--- src/common/keypad_menu_pkg.sv ---
// constants and types for the front-panel keypad and menu logic
// assumes a 10 MHz system clock and keys sampled as synchronous levels
package keypad_menu_pkg;
  typedef enum logic [1:0] {MODE_REG, MODE_STOP, MODE_HAND, MODE_COMM} op_mode_t;
  typedef enum logic [2:0] {RB_PF, RB_VOLT, RB_CURR, RB_HAND, RB_INFO, RB_EDIT} ribbon_t;
  typedef enum logic [1:0] {ED_NONE, ED_NUM, ED_LIST} edit_t;
  localparam int CLK_HZ = 10_000_000;
  localparam int LONG_S = 3;
  localparam int TMO_MIN = 3;
  localparam int LONG_CYC = CLK_HZ * LONG_S;
  localparam int TMO_CYC = CLK_HZ * 60 * TMO_MIN;
  localparam logic [3:0] K_ABORT = 4'h1;
  localparam logic [3:0] K_DOWN = 4'h2;
  localparam logic [3:0] K_RIGHT = 4'h4;
  localparam logic [3:0] K_SET = 4'h8;
  localparam logic [3:0] CHORD_STOP = 4'h9;
  localparam logic [3:0] CHORD_RESET = 4'h6;
  localparam logic [2:0] code_table_readings_group = 3'h0;
  localparam logic [2:0] GRP_STEPS = 3'h3;
  localparam logic [2:0] GRP_LAST = 3'h4;
  localparam logic [2:0] SER_LAST_1D = 3'h7;
  localparam logic [2:0] SER_LAST_2D = 3'h3;
  localparam logic [3:0] ITEM_LAST = 4'h7;
  localparam logic [3:0] STEP_FIRST = 4'h1;
  localparam logic [3:0] STEP_LAST = 4'h8;
  localparam logic [3:0] STEP_ALL = 4'h0;
  localparam logic [3:0] DIG_DEC_MAX = 4'h9;
  localparam logic [3:0] DIG_HEX_MAX = 4'hF;
  localparam logic [3:0] PF_INT_MAX = 4'h1;
  localparam logic [7:0] PF_FRAC_HI = 8'h99;
  localparam logic [1:0] DIG_PF_INT = 2'h2;
  localparam logic [15:0] VAL_RST = 16'h0000;
endpackage

--- src/verilog/keypad_menu_number_entry.sv ---
// four-key panel decoder, readings-tree cursor, number and list editors
// assumes keys are synchronous levels, high while pressed
// Summary of operation
// - four keys decoded independently, chords allowed
// - abort cancels, climbs, or ends hand mode
// - matrix: down next series, right next category
// - step cursor right, passes all between 8,1
// - abort+set held 3 s: emergency stop
// - both arrows held: reset, restart after stop
// - hex values shown, decimal point suppressed
// - down decrements blinking digit, wraps to max
// - right next digit; last right/set submits
// - accepted value rounded to internal scale
// - bad value or abort keeps old value
// - three idle minutes return standard screen
// - skip invalid figures; power factor fraction forcing
// - pair commits only when both halves accepted
// - improper items blink; unset ratio basis
// - list: last digit blinks, down cycles
// - standard position depends on operating mode
// - readings tree never changes stored values
// - top level right steps five groups, led
// - down/set enter group; right walks items
// - wrap passes higher ribbon, except level three
// - abort climbs one level, four reach standard
`timescale 1ns/1ps
module keypad_menu_number_entry #(
  parameter int LONG_CYCLES = keypad_menu_pkg::LONG_CYC,
  parameter int TMO_CYCLES = keypad_menu_pkg::TMO_CYC
) (
  input logic clk_sys,
  input logic rstn,
  input logic abort_key,
  input logic down_key,
  input logic right_key,
  input logic set_key,
  input logic hand_enter,
  input logic comm_start,
  input logic comm_done,
  input logic longterm_busy,
  input logic result_busy,
  input logic edit_list,
  input logic edit_hex,
  input logic edit_pf,
  input logic edit_pair,
  input logic round_en,
  input logic [15:0] val_min,
  input logic [15:0] val_max,
  input logic [3:0] list_len,
  output keypad_menu_pkg::op_mode_t op_mode,
  output keypad_menu_pkg::ribbon_t ribbon_pos,
  output logic [1:0] menu_level,
  output logic [2:0] menu_group,
  output logic [2:0] menu_series,
  output logic [3:0] menu_item,
  output logic on_upper_ribbon,
  output logic info_led_blink,
  output logic steps_all,
  output logic edit_active,
  output logic [15:0] disp_val,
  output logic [3:0] digit_blink,
  output logic whole_blink,
  output logic dp_off,
  output logic basis_two_dec,
  output logic [15:0] stored_a,
  output logic [15:0] stored_b,
  output logic pair_pending,
  output logic estop_pulse,
  output logic reset_pulse,
  output logic reject_pulse
);
  import keypad_menu_pkg::*;

  localparam logic [31:0] LONG_M1 = 32'(LONG_CYCLES - 1);
  localparam logic [31:0] TMO_M1 = 32'(TMO_CYCLES - 1);

  typedef struct packed {
    op_mode_t mode;
    ribbon_t rb;
    logic [1:0] lvl;
    logic [2:0] grp;
    logic [2:0] ser;
    logic [3:0] itm;
    logic up;
    edit_t ed;
    logic [1:0] dig;
    logic [15:0] edval;
    logic [3:0] lidx;
    logic half;
    logic [15:0] pend;
    logic [15:0] sa;
    logic [15:0] sb;
    logic ratio_ok;
    logic [3:0] prev;
    logic [3:0] seen;
    logic used;
    logic [31:0] cnt;
    logic [31:0] idle;
    logic estop;
    logic rstp;
    logic rej;
  } state_t;

  state_t s_ff, nxt_s;
  logic [3:0] held;
  logic [3:0] ev;

  function automatic ribbon_t std_rb(input op_mode_t m);
    case (m)
      MODE_HAND: std_rb = RB_HAND;
      MODE_COMM: std_rb = RB_VOLT;
      default: std_rb = RB_PF;
    endcase
  endfunction

  function automatic ribbon_t rb_next(input ribbon_t r, input op_mode_t m);
    ribbon_t t;
    t = (r == RB_EDIT) ? RB_PF : ribbon_t'(r + 3'h1);
    if (m == MODE_COMM && t == RB_PF) begin
      t = RB_VOLT;
    end
    rb_next = t;
  endfunction

  function automatic logic [3:0] step_next(input logic [2:0] g, input logic [3:0] i);
    if (g == GRP_STEPS) begin
      step_next = (i == STEP_LAST) ? STEP_ALL : ((i == STEP_ALL) ? STEP_FIRST : i + 4'h1);
    end else begin
      step_next = (i == ITEM_LAST) ? 4'h0 : i + 4'h1;
    end
  endfunction

  function automatic logic [15:0] dec_digit(input logic [15:0] v, input logic [1:0] i,
                                             input logic hex, input logic pf);
    logic [15:0] r;
    logic [3:0] d;
    logic [3:0] m;
    r = v;
    d = v[{i, 2'b00} +: 4];
    m = hex ? DIG_HEX_MAX : DIG_DEC_MAX;
    if (pf && i == DIG_PF_INT) begin
      m = PF_INT_MAX;
    end
    d = (d == 4'h0 || d > m) ? m : d - 4'h1;
    r[{i, 2'b00} +: 4] = d;
    if (pf && i == DIG_PF_INT) begin
      r[7:0] = (d == PF_INT_MAX) ? 8'h00 : PF_FRAC_HI;
    end
    dec_digit = r;
  endfunction

  // nearest multiple of five in the last decimal digit, carry rippled up
  function automatic logic [15:0] round5(input logic [15:0] v);
    logic [15:0] r;
    logic c;
    r = v;
    c = 1'b0;
    if (v[3:0] < 4'h3) begin
      r[3:0] = 4'h0;
    end else if (v[3:0] < 4'h8) begin
      r[3:0] = 4'h5;
    end else begin
      r[3:0] = 4'h0;
      c = 1'b1;
    end
    for (int k = 1; k < 4; k++) begin
      if (c) begin
        c = (r[4*k +: 4] == DIG_DEC_MAX);
        r[4*k +: 4] = c ? 4'h0 : r[4*k +: 4] + 4'h1;
      end
    end
    round5 = r;
  endfunction

  assign held = {set_key, right_key, down_key, abort_key};
  // single action only on full release of a lone key, so chords never leak
  assign ev = (held == 4'h0 && s_ff.prev != 4'h0 && !s_ff.used &&
               $onehot(s_ff.seen)) ? s_ff.seen : 4'h0;

  always_comb begin
    logic acc;
    logic [15:0] v;
    acc = 1'b0;
    v = s_ff.edval;
    nxt_s = s_ff;
    nxt_s.estop = 1'b0;
    nxt_s.rstp = 1'b0;
    nxt_s.rej = 1'b0;
    nxt_s.prev = held;
    nxt_s.seen = (held == 4'h0) ? 4'h0 : (s_ff.seen | held);
    nxt_s.used = (held == 4'h0) ? 1'b0 : s_ff.used;
    nxt_s.cnt = (held != s_ff.prev) ? 32'h0000_0000 : s_ff.cnt + 32'h0000_0001;
    nxt_s.idle = (held != 4'h0 || longterm_busy || result_busy) ? 32'h0000_0000 :
                 s_ff.idle + 32'h0000_0001;
    if (hand_enter) begin
      nxt_s.mode = MODE_HAND;
    end else if (comm_start) begin
      nxt_s.mode = MODE_COMM;
    end else if (comm_done && s_ff.mode == MODE_COMM) begin
      nxt_s.mode = MODE_REG;
    end
    if (!s_ff.used && held == s_ff.prev && s_ff.cnt == LONG_M1 &&
        (held == CHORD_STOP || held == CHORD_RESET)) begin
      nxt_s.used = 1'b1;
      nxt_s.mode = (held == CHORD_STOP) ? MODE_STOP : MODE_REG;
      nxt_s.estop = (held == CHORD_STOP);
      nxt_s.rstp = (held == CHORD_RESET);
      nxt_s.lvl = 2'h0;
      nxt_s.up = 1'b0;
      nxt_s.ed = ED_NONE;
      nxt_s.half = 1'b0;
      nxt_s.rb = std_rb(nxt_s.mode);
    end else if (s_ff.idle == TMO_M1) begin
      nxt_s.lvl = 2'h0;
      nxt_s.up = 1'b0;
      nxt_s.ed = ED_NONE;
      nxt_s.half = 1'b0;
      nxt_s.rb = std_rb(s_ff.mode);
    end else if (ev != 4'h0) begin
      case (s_ff.ed)
        ED_NUM: begin
          if (ev == K_DOWN) begin
            nxt_s.edval = dec_digit(s_ff.edval, s_ff.dig, edit_hex, edit_pf);
          end else if (ev == K_RIGHT && s_ff.dig != 2'h0) begin
            nxt_s.dig = s_ff.dig - 2'h1;
          end else if (ev == K_RIGHT || ev == K_SET) begin
            acc = 1'b1;
          end else if (ev == K_ABORT) begin
            nxt_s.ed = ED_NONE;
            nxt_s.half = 1'b0;
          end
        end
        ED_LIST: begin
          if (ev == K_DOWN) begin
            nxt_s.lidx = (s_ff.lidx + 4'h1 >= list_len) ? 4'h0 : s_ff.lidx + 4'h1;
          end else if (ev == K_SET) begin
            nxt_s.ed = ED_NONE;
            nxt_s.sa = {12'h000, s_ff.lidx};
          end else if (ev == K_ABORT) begin
            nxt_s.ed = ED_NONE;
          end
        end
        default: begin
          case (s_ff.lvl)
            2'h0: begin
              if (ev == K_ABORT) begin
                if (s_ff.rb == RB_HAND && s_ff.mode == MODE_HAND) begin
                  nxt_s.mode = MODE_REG;
                end
                nxt_s.half = 1'b0;
                nxt_s.rb = std_rb(nxt_s.mode);
              end else if (ev == K_DOWN) begin
                nxt_s.rb = rb_next(s_ff.rb, s_ff.mode);
              end else if (s_ff.rb == RB_INFO) begin
                nxt_s.lvl = 2'h1;
                nxt_s.grp = code_table_readings_group;
              end else if (ev == K_SET && s_ff.rb == RB_EDIT) begin
                nxt_s.ed = edit_list ? ED_LIST : ED_NUM;
                nxt_s.edval = edit_pf ? {4'h0, s_ff.sa[11:0]} : s_ff.sa;
                nxt_s.dig = edit_pf ? DIG_PF_INT : 2'h3;
                nxt_s.lidx = 4'h0;
              end
            end
            2'h1: begin
              if (ev == K_ABORT) begin
                nxt_s.lvl = 2'h0;
                nxt_s.up = 1'b0;
              end else if (ev == K_RIGHT) begin
                nxt_s.up = !s_ff.up && s_ff.grp == GRP_LAST;
                nxt_s.grp = (s_ff.up || s_ff.grp == GRP_LAST) ? 3'h0 : s_ff.grp + 3'h1;
              end else if (s_ff.up) begin
                nxt_s.up = 1'b0;
                if (ev == K_DOWN) begin
                  nxt_s.lvl = 2'h0;
                  nxt_s.rb = rb_next(RB_INFO, s_ff.mode);
                end
              end else begin
                nxt_s.lvl = 2'h2;
                nxt_s.ser = 3'h0;
              end
            end
            2'h2: begin
              if (ev == K_ABORT) begin
                nxt_s.lvl = 2'h1;
                nxt_s.up = 1'b0;
              end else if (s_ff.up && ev == K_RIGHT) begin
                nxt_s.lvl = 2'h1;
                nxt_s.up = 1'b0;
                nxt_s.grp = (s_ff.grp == GRP_LAST) ? 3'h0 : s_ff.grp + 3'h1;
              end else if (ev == K_DOWN) begin
                nxt_s.up = !s_ff.up && s_ff.ser == ((s_ff.grp == code_table_readings_group) ?
                           SER_LAST_1D : SER_LAST_2D);
                nxt_s.ser = (s_ff.up || nxt_s.up) ? 3'h0 : s_ff.ser + 3'h1;
              end else if (!s_ff.up && s_ff.grp != code_table_readings_group) begin
                nxt_s.lvl = 2'h3;
                nxt_s.itm = (s_ff.grp == GRP_STEPS) ? STEP_FIRST : 4'h0;
              end
            end
            default: begin
              if (ev == K_ABORT) begin
                nxt_s.lvl = 2'h2;
              end else if (ev == K_RIGHT) begin
                nxt_s.itm = step_next(s_ff.grp, s_ff.itm);
              end else if (ev == K_DOWN) begin
                nxt_s.ser = (s_ff.ser == SER_LAST_2D) ? 3'h0 : s_ff.ser + 3'h1;
              end
            end
          endcase
        end
      endcase
    end
    if (acc) begin
      nxt_s.ed = ED_NONE;
      if (v < val_min || v > val_max) begin
        nxt_s.rej = 1'b1;
        nxt_s.half = 1'b0;
      end else begin
        v = (round_en && !edit_hex) ? round5(v) : v;
        if (edit_pair && !s_ff.half) begin
          nxt_s.half = 1'b1;
          nxt_s.pend = v;
        end else if (edit_pair) begin
          nxt_s.half = 1'b0;
          nxt_s.sa = s_ff.pend;
          nxt_s.sb = v;
          nxt_s.ratio_ok = 1'b1;
        end else begin
          nxt_s.sa = v;
        end
      end
    end
  end

  always_ff @(posedge clk_sys) begin
    if (!rstn) begin
      s_ff <= '0;
      s_ff.mode <= MODE_REG;
      s_ff.rb <= RB_PF;
      s_ff.ed <= ED_NONE;
      s_ff.sa <= VAL_RST;
      s_ff.sb <= VAL_RST;
    end else begin
      s_ff <= nxt_s;
    end
  end

  assign op_mode = s_ff.mode;
  assign ribbon_pos = s_ff.rb;
  assign menu_level = s_ff.lvl;
  assign menu_group = s_ff.grp;
  assign menu_series = s_ff.ser;
  assign menu_item = s_ff.itm;
  assign on_upper_ribbon = s_ff.up;
  assign info_led_blink = (s_ff.lvl != 2'h0);
  assign steps_all = (s_ff.lvl == 2'h3 && s_ff.grp == GRP_STEPS && s_ff.itm == STEP_ALL);
  assign edit_active = (s_ff.ed != ED_NONE);
  assign disp_val = (s_ff.ed == ED_LIST) ? {12'h000, s_ff.lidx} :
                    ((s_ff.ed == ED_NUM) ? s_ff.edval : s_ff.sa);
  assign digit_blink = (s_ff.ed == ED_LIST) ? 4'h1 :
                       ((s_ff.ed == ED_NUM) ? (4'h1 << s_ff.dig) : 4'h0);
  assign whole_blink = !s_ff.ratio_ok && s_ff.lvl == 2'h0 && s_ff.rb == RB_CURR;
  assign basis_two_dec = !s_ff.ratio_ok;
  assign dp_off = edit_hex;
  assign stored_a = s_ff.sa;
  assign stored_b = s_ff.sb;
  assign pair_pending = s_ff.half;
  assign estop_pulse = s_ff.estop;
  assign reset_pulse = s_ff.rstp;
  assign reject_pulse = s_ff.rej;
endmodule
--- config.mk ---
export PLATFORM = sky130hd
export DESIGN_NAME = keypad_menu_number_entry
export DESIGN_NICKNAME = d
export VERILOG_FILES = /design/src/common/keypad_menu_pkg.sv /design/src/verilog/keypad_menu_number_entry.sv
export SDC_FILE = /design/constraint.sdc
export NUM_CORES = 1
export LEC_CHECK = 0
export BUFFER_PORTS_ARGS = -buffer_cell sky130_fd_sc_hd__buf_2
export CORE_MARGIN = 2
export CORE_UTILIZATION = 38
export DETAILED_ROUTE_END_ITERATION = 8
export PLACE_DENSITY = 0.6
export SLEW_MARGIN = 20
export SYNTH_ARGS = -nofsm -noshare
export SYNTH_HDL_FRONTEND = slang
export SYNTH_SLANG_ARGS = --single-unit
--- constraint.sdc ---
create_clock -name clk_sys -period 12.2 [get_ports clk_sys]
set_clock_uncertainty 0.2 [all_clocks]
set_input_delay 0.61 -clock clk_sys [delete_from_list [all_inputs] [get_ports clk_sys]]
set_output_delay 0.61 -clock clk_sys [all_outputs]
set_load 0.02 [all_outputs]
==> summary.md <==
| Metric | Value |
|---|---|
| Result of the run | finished clean |
| Setup fix buffers added after clock tree synthesis | 0 |
| Worst vdd ir | 0.0000872 V |
| Crit start category | register |
| CTS max path bufs | 2 |
| PD cells | 102 nW/um^2 |
| Final design instance area without fill | 11800 sq um |
| Area taken by multi-input logic gates | 6360 sq um |
| IO buf count | 131 |
| Netlist area before placement | 10700 sq um |
| Seq cells post-synth | 168 |
| Height of the chip | 172 um |
| Post-synth cell types | 75 |
| Worst slew slack as a fraction of its limit | 33.1% |
| Smallest setup slack after layout | 7.58 ns |
| Number of antenna-violating nets in the routed design | 0 |
| Share of layout cells above drive strength 1 | 14.2% |
| Area used by sequential logic in the layout | 3360 sq um |
| Core Box Area | 27700 sq um |
| Antenna diodes | 0 |
| Number of antenna violations at the first check in global routing | 0 |
| Quantity of gates resized following cts | 0 |
| Internal power consumption | 0.924 mW |
| P&R area growth vs syn | 11.0% |
| Fraction of registers with async set or reset after synthesis | 0% |
| Sum of overflow across all layers after global routing | 0 |
| FP Rows | 61 |
| Net switching share of the total power | 23.6% |
| Highest fanout seen on the critical path | 18 |
| Required time of the worst setup path | 12.37 ns |
| Vias | 9413 |
| Top library cells by usage in the layout, fill and taps aside | nor2_1, dfxtp_1, buf_2 |
| Setup TNS after final layout | 0 ns |
| Wire length of the first global-routing pass | 45.8 mm |
| Fraction of power consumed by sequential logic | 45.8% |
| Most common cell after layout, fill and taps aside | nor2_1 |
| Min cycle time layout | 4.62 ns |
| Crit end category | register |
| Via density per instance | 5.37 |
| Area of the die | 29500 sq um |
| Detailed Place HPWL | 21.7 mm |
| Number of maximum-capacitance violations | 0 |
| Number of detailed-routing iterations run before antenna repair | 5 |
| Clock slew at the register clock pins of the worst setup and hold paths | 0.07 ns |
| Clock network latency to the later pin of the worst-skew pair | 0.44 ns |
| Number of clock sinks | 168 |
| Final worst-path cycle share | 37.9% |
| Setup repair after global routing missed its margin | false |
| CTS Root Buffer Type | clkbuf_16 |
| Final RePlAce weighted congestion | 0.882 |
| Final setup violation count | 0 |
| Max Transition Viols Final | 0 |
| Maximum number of pins on one net before global-route repair | 65 |
| Number of hold-slack violations in the final timing report | 0 |
| Final net count | 1484 |
| Initial drt markers | 677 |
| Per-instance average area after synthesis | 8.08 sq um |
| Gate count of the mapped netlist | 1322 |
| Sequential share of the synthesized area | 31.5% |
| Cts bufs inserted | 17 |
| Clock power frac | 49.7% |
| Type of the worst min-delay path | in -> reg |
| Pre-CTS WS | 7.64 ns |
| CP Data Arrival Time | 4.79 ns |
| Tightest Pin Transition | 0.991 ns |
| Net switching component of the power | 0.285 mW |
| Drt total wl | 29.2 mm |
| Number of H-tree levels | 4 |
| Number of fillers in the final layout | 2847 |
| Drt drc | 0 |
| Number of buffers inserted for hold repair after clock tree synthesis | 0 |
| I/O pin count | 132 |
| Total global routing track utilization | 19.6% |
| Count of flip-flops with a built-in enable after synthesis | 0 |
| Die Span X | 172 um |
| Placed Instance Area | 11200 sq um |
| Vias in the first global route | 8596 |
| Synthesized net count | 1442 |
| Count of synthesis-stage warnings from yosys | 0 |
| Critical Setup Path Class | reg -> reg |
| Part of the power in combinational logic | 4.5% |
| CTS tree | yes |
| Routed length per instance | 16.6 um |
| Starting utilization of the core area | 38.5% |
| Most frequently used flop master after synthesis | dfxtp_1 |
| Top achievable clock speed | 216 MHz |
| P_leak | 4.63 nW |
cell families (layout without fill, tap and decap cells):
group | Yosys count | count (layout) | share of synthesized area, %
multiplexers | 40 | 40 | 4.23
flip-flops | 168 | 168 | 31.5
adder cells (fa/ha/maj) | 68 | 68 | 8.04
AND/OR/NAND/NOR | 537 | 537 | 25.9
XOR/XNOR | 74 | 74 | 6.07
buffers and inverters | 196 | 250 | 8.92
AO/OA/AOI/OAI | 239 | 239 | 15.3
through the flow:
stage	total power [mW]	util, %	std cells	hold slack (ns)
after floorplan	0.603	-	1322	0.230
after detailed placement	0.621	40.4	1723	0.251
final	1.21	42.8	1754	0.237
after CTS	1.22	42.7	1754	0.239
after global routing	1.25	42.8	1754	0.233
after global placement	0.619	40.4	1723	0.246
sequential cells by signal, summed over array words and instances, names as in the netlist, named ones only:
register / count
estop_pulse: 1
menu_group: 3
pair_pending: 1
menu_level: 2
reject_pulse: 1
on_upper_ribbon: 1
stored_a: 16
menu_series: 3
reset_pulse: 1
stored_b: 16
op_mode: 2
menu_item: 4
s_ff: 102
ribbon_pos: 3
critical path, cell delays in order (launching register included):
cell and delay, ns:
dfxtp_1 0.46, inv_1 0.10, fa_1 0.54, inv_1 0.04
ha_1 0.18, ha_1 0.30, or4b_1 0.56, nor3_2 0.20
nand2_1 0.13, nor4_1 0.36, nand4_1 0.60, nor2_1 0.67
a22o_1 0.21
synthesized netlist by cell type (all sizes together) (4+ instances only):
library cell / instances / share of area, %
nand3: 50 / 2.3
buf: 65 / 4.3
and4: 14 / 1.1
and2: 10 / 0.59
xnor2: 29 / 2.4
a211o: 4 / 0.33
a31oi: 6 / 0.35
o211ai: 9 / 0.63
or3: 4 / 0.23
or4: 8 / 0.63
a22oi: 12 / 0.84
a22o: 12 / 0.98
and3: 33 / 1.9
dfxtp: 168 / 32
inv: 82 / 2.9
o21ai: 50 / 2.3
mux4: 4 / 0.84
nand2: 98 / 3.4
nor4: 23 / 1.7
ha: 67 / 7.9
o21a: 7 / 0.49
nor3b: 5 / 0.35
nor4b: 13 / 1.1
o31ai: 4 / 0.28
mux2i: 35 / 3.3
nor4bb: 4 / 0.38
nand4: 26 / 1.5
nor3: 21 / 1.0
a21oi: 49 / 2.3
nor2b: 6 / 0.35
nand4b: 5 / 0.41
clkbuf: 48 / 1.7
nand2b: 17 / 1.0
nor2: 183 / 6.4
nand3b: 6 / 0.42
xor2: 45 / 3.7
a211oi: 54 / 4.1
area by class of cell:
cell class,count,share of cell area [%]
clock buffer,18,3.71
clock inverter,13,1.71
inverter,83,2.63
multi-input combinational,958,53.7
sequential,168,28.4
tap,378,3.99
timing repair buffer,136,5.85
power groups by stage:
stage	logic (mW)	registers [mW]	clock network, mW
after detailed placement	0.0543	0.567	0
after global routing	0.0604	0.554	0.635
after floorplan	0.0382	0.564	0
final	0.0549	0.554	0.601
after global placement	0.0532	0.566	0
after CTS	0.0544	0.554	0.612
per-layer routing:
layer / wire, um / share of wire [%] / GRT usage [%] / vias up
li1: - / - / - / 4733
met1: 13000 / 44 / 25.0 / 4386
met2: 14100 / 48 / 33.8 / 250
met3: 1500 / 5.1 / 3.54 / 44
met4: 673 / 2.3 / 5.82 / 0
met5: 0 / 0 / 0 / -
worst paths after layout:
kind                  start           end  slack (ns)  depth (start not counted)
setup reg to reg   s_ff[68]  stored_a[12]        7.58                         12
hold / removal    edit_list     s_ff[149]        0.24                          2
hold reg to reg     s_ff[3]       s_ff[3]        0.27                          1
setup / recovery   s_ff[68]  stored_a[12]        7.58                         12
Power figures use the tool's default switching activity.
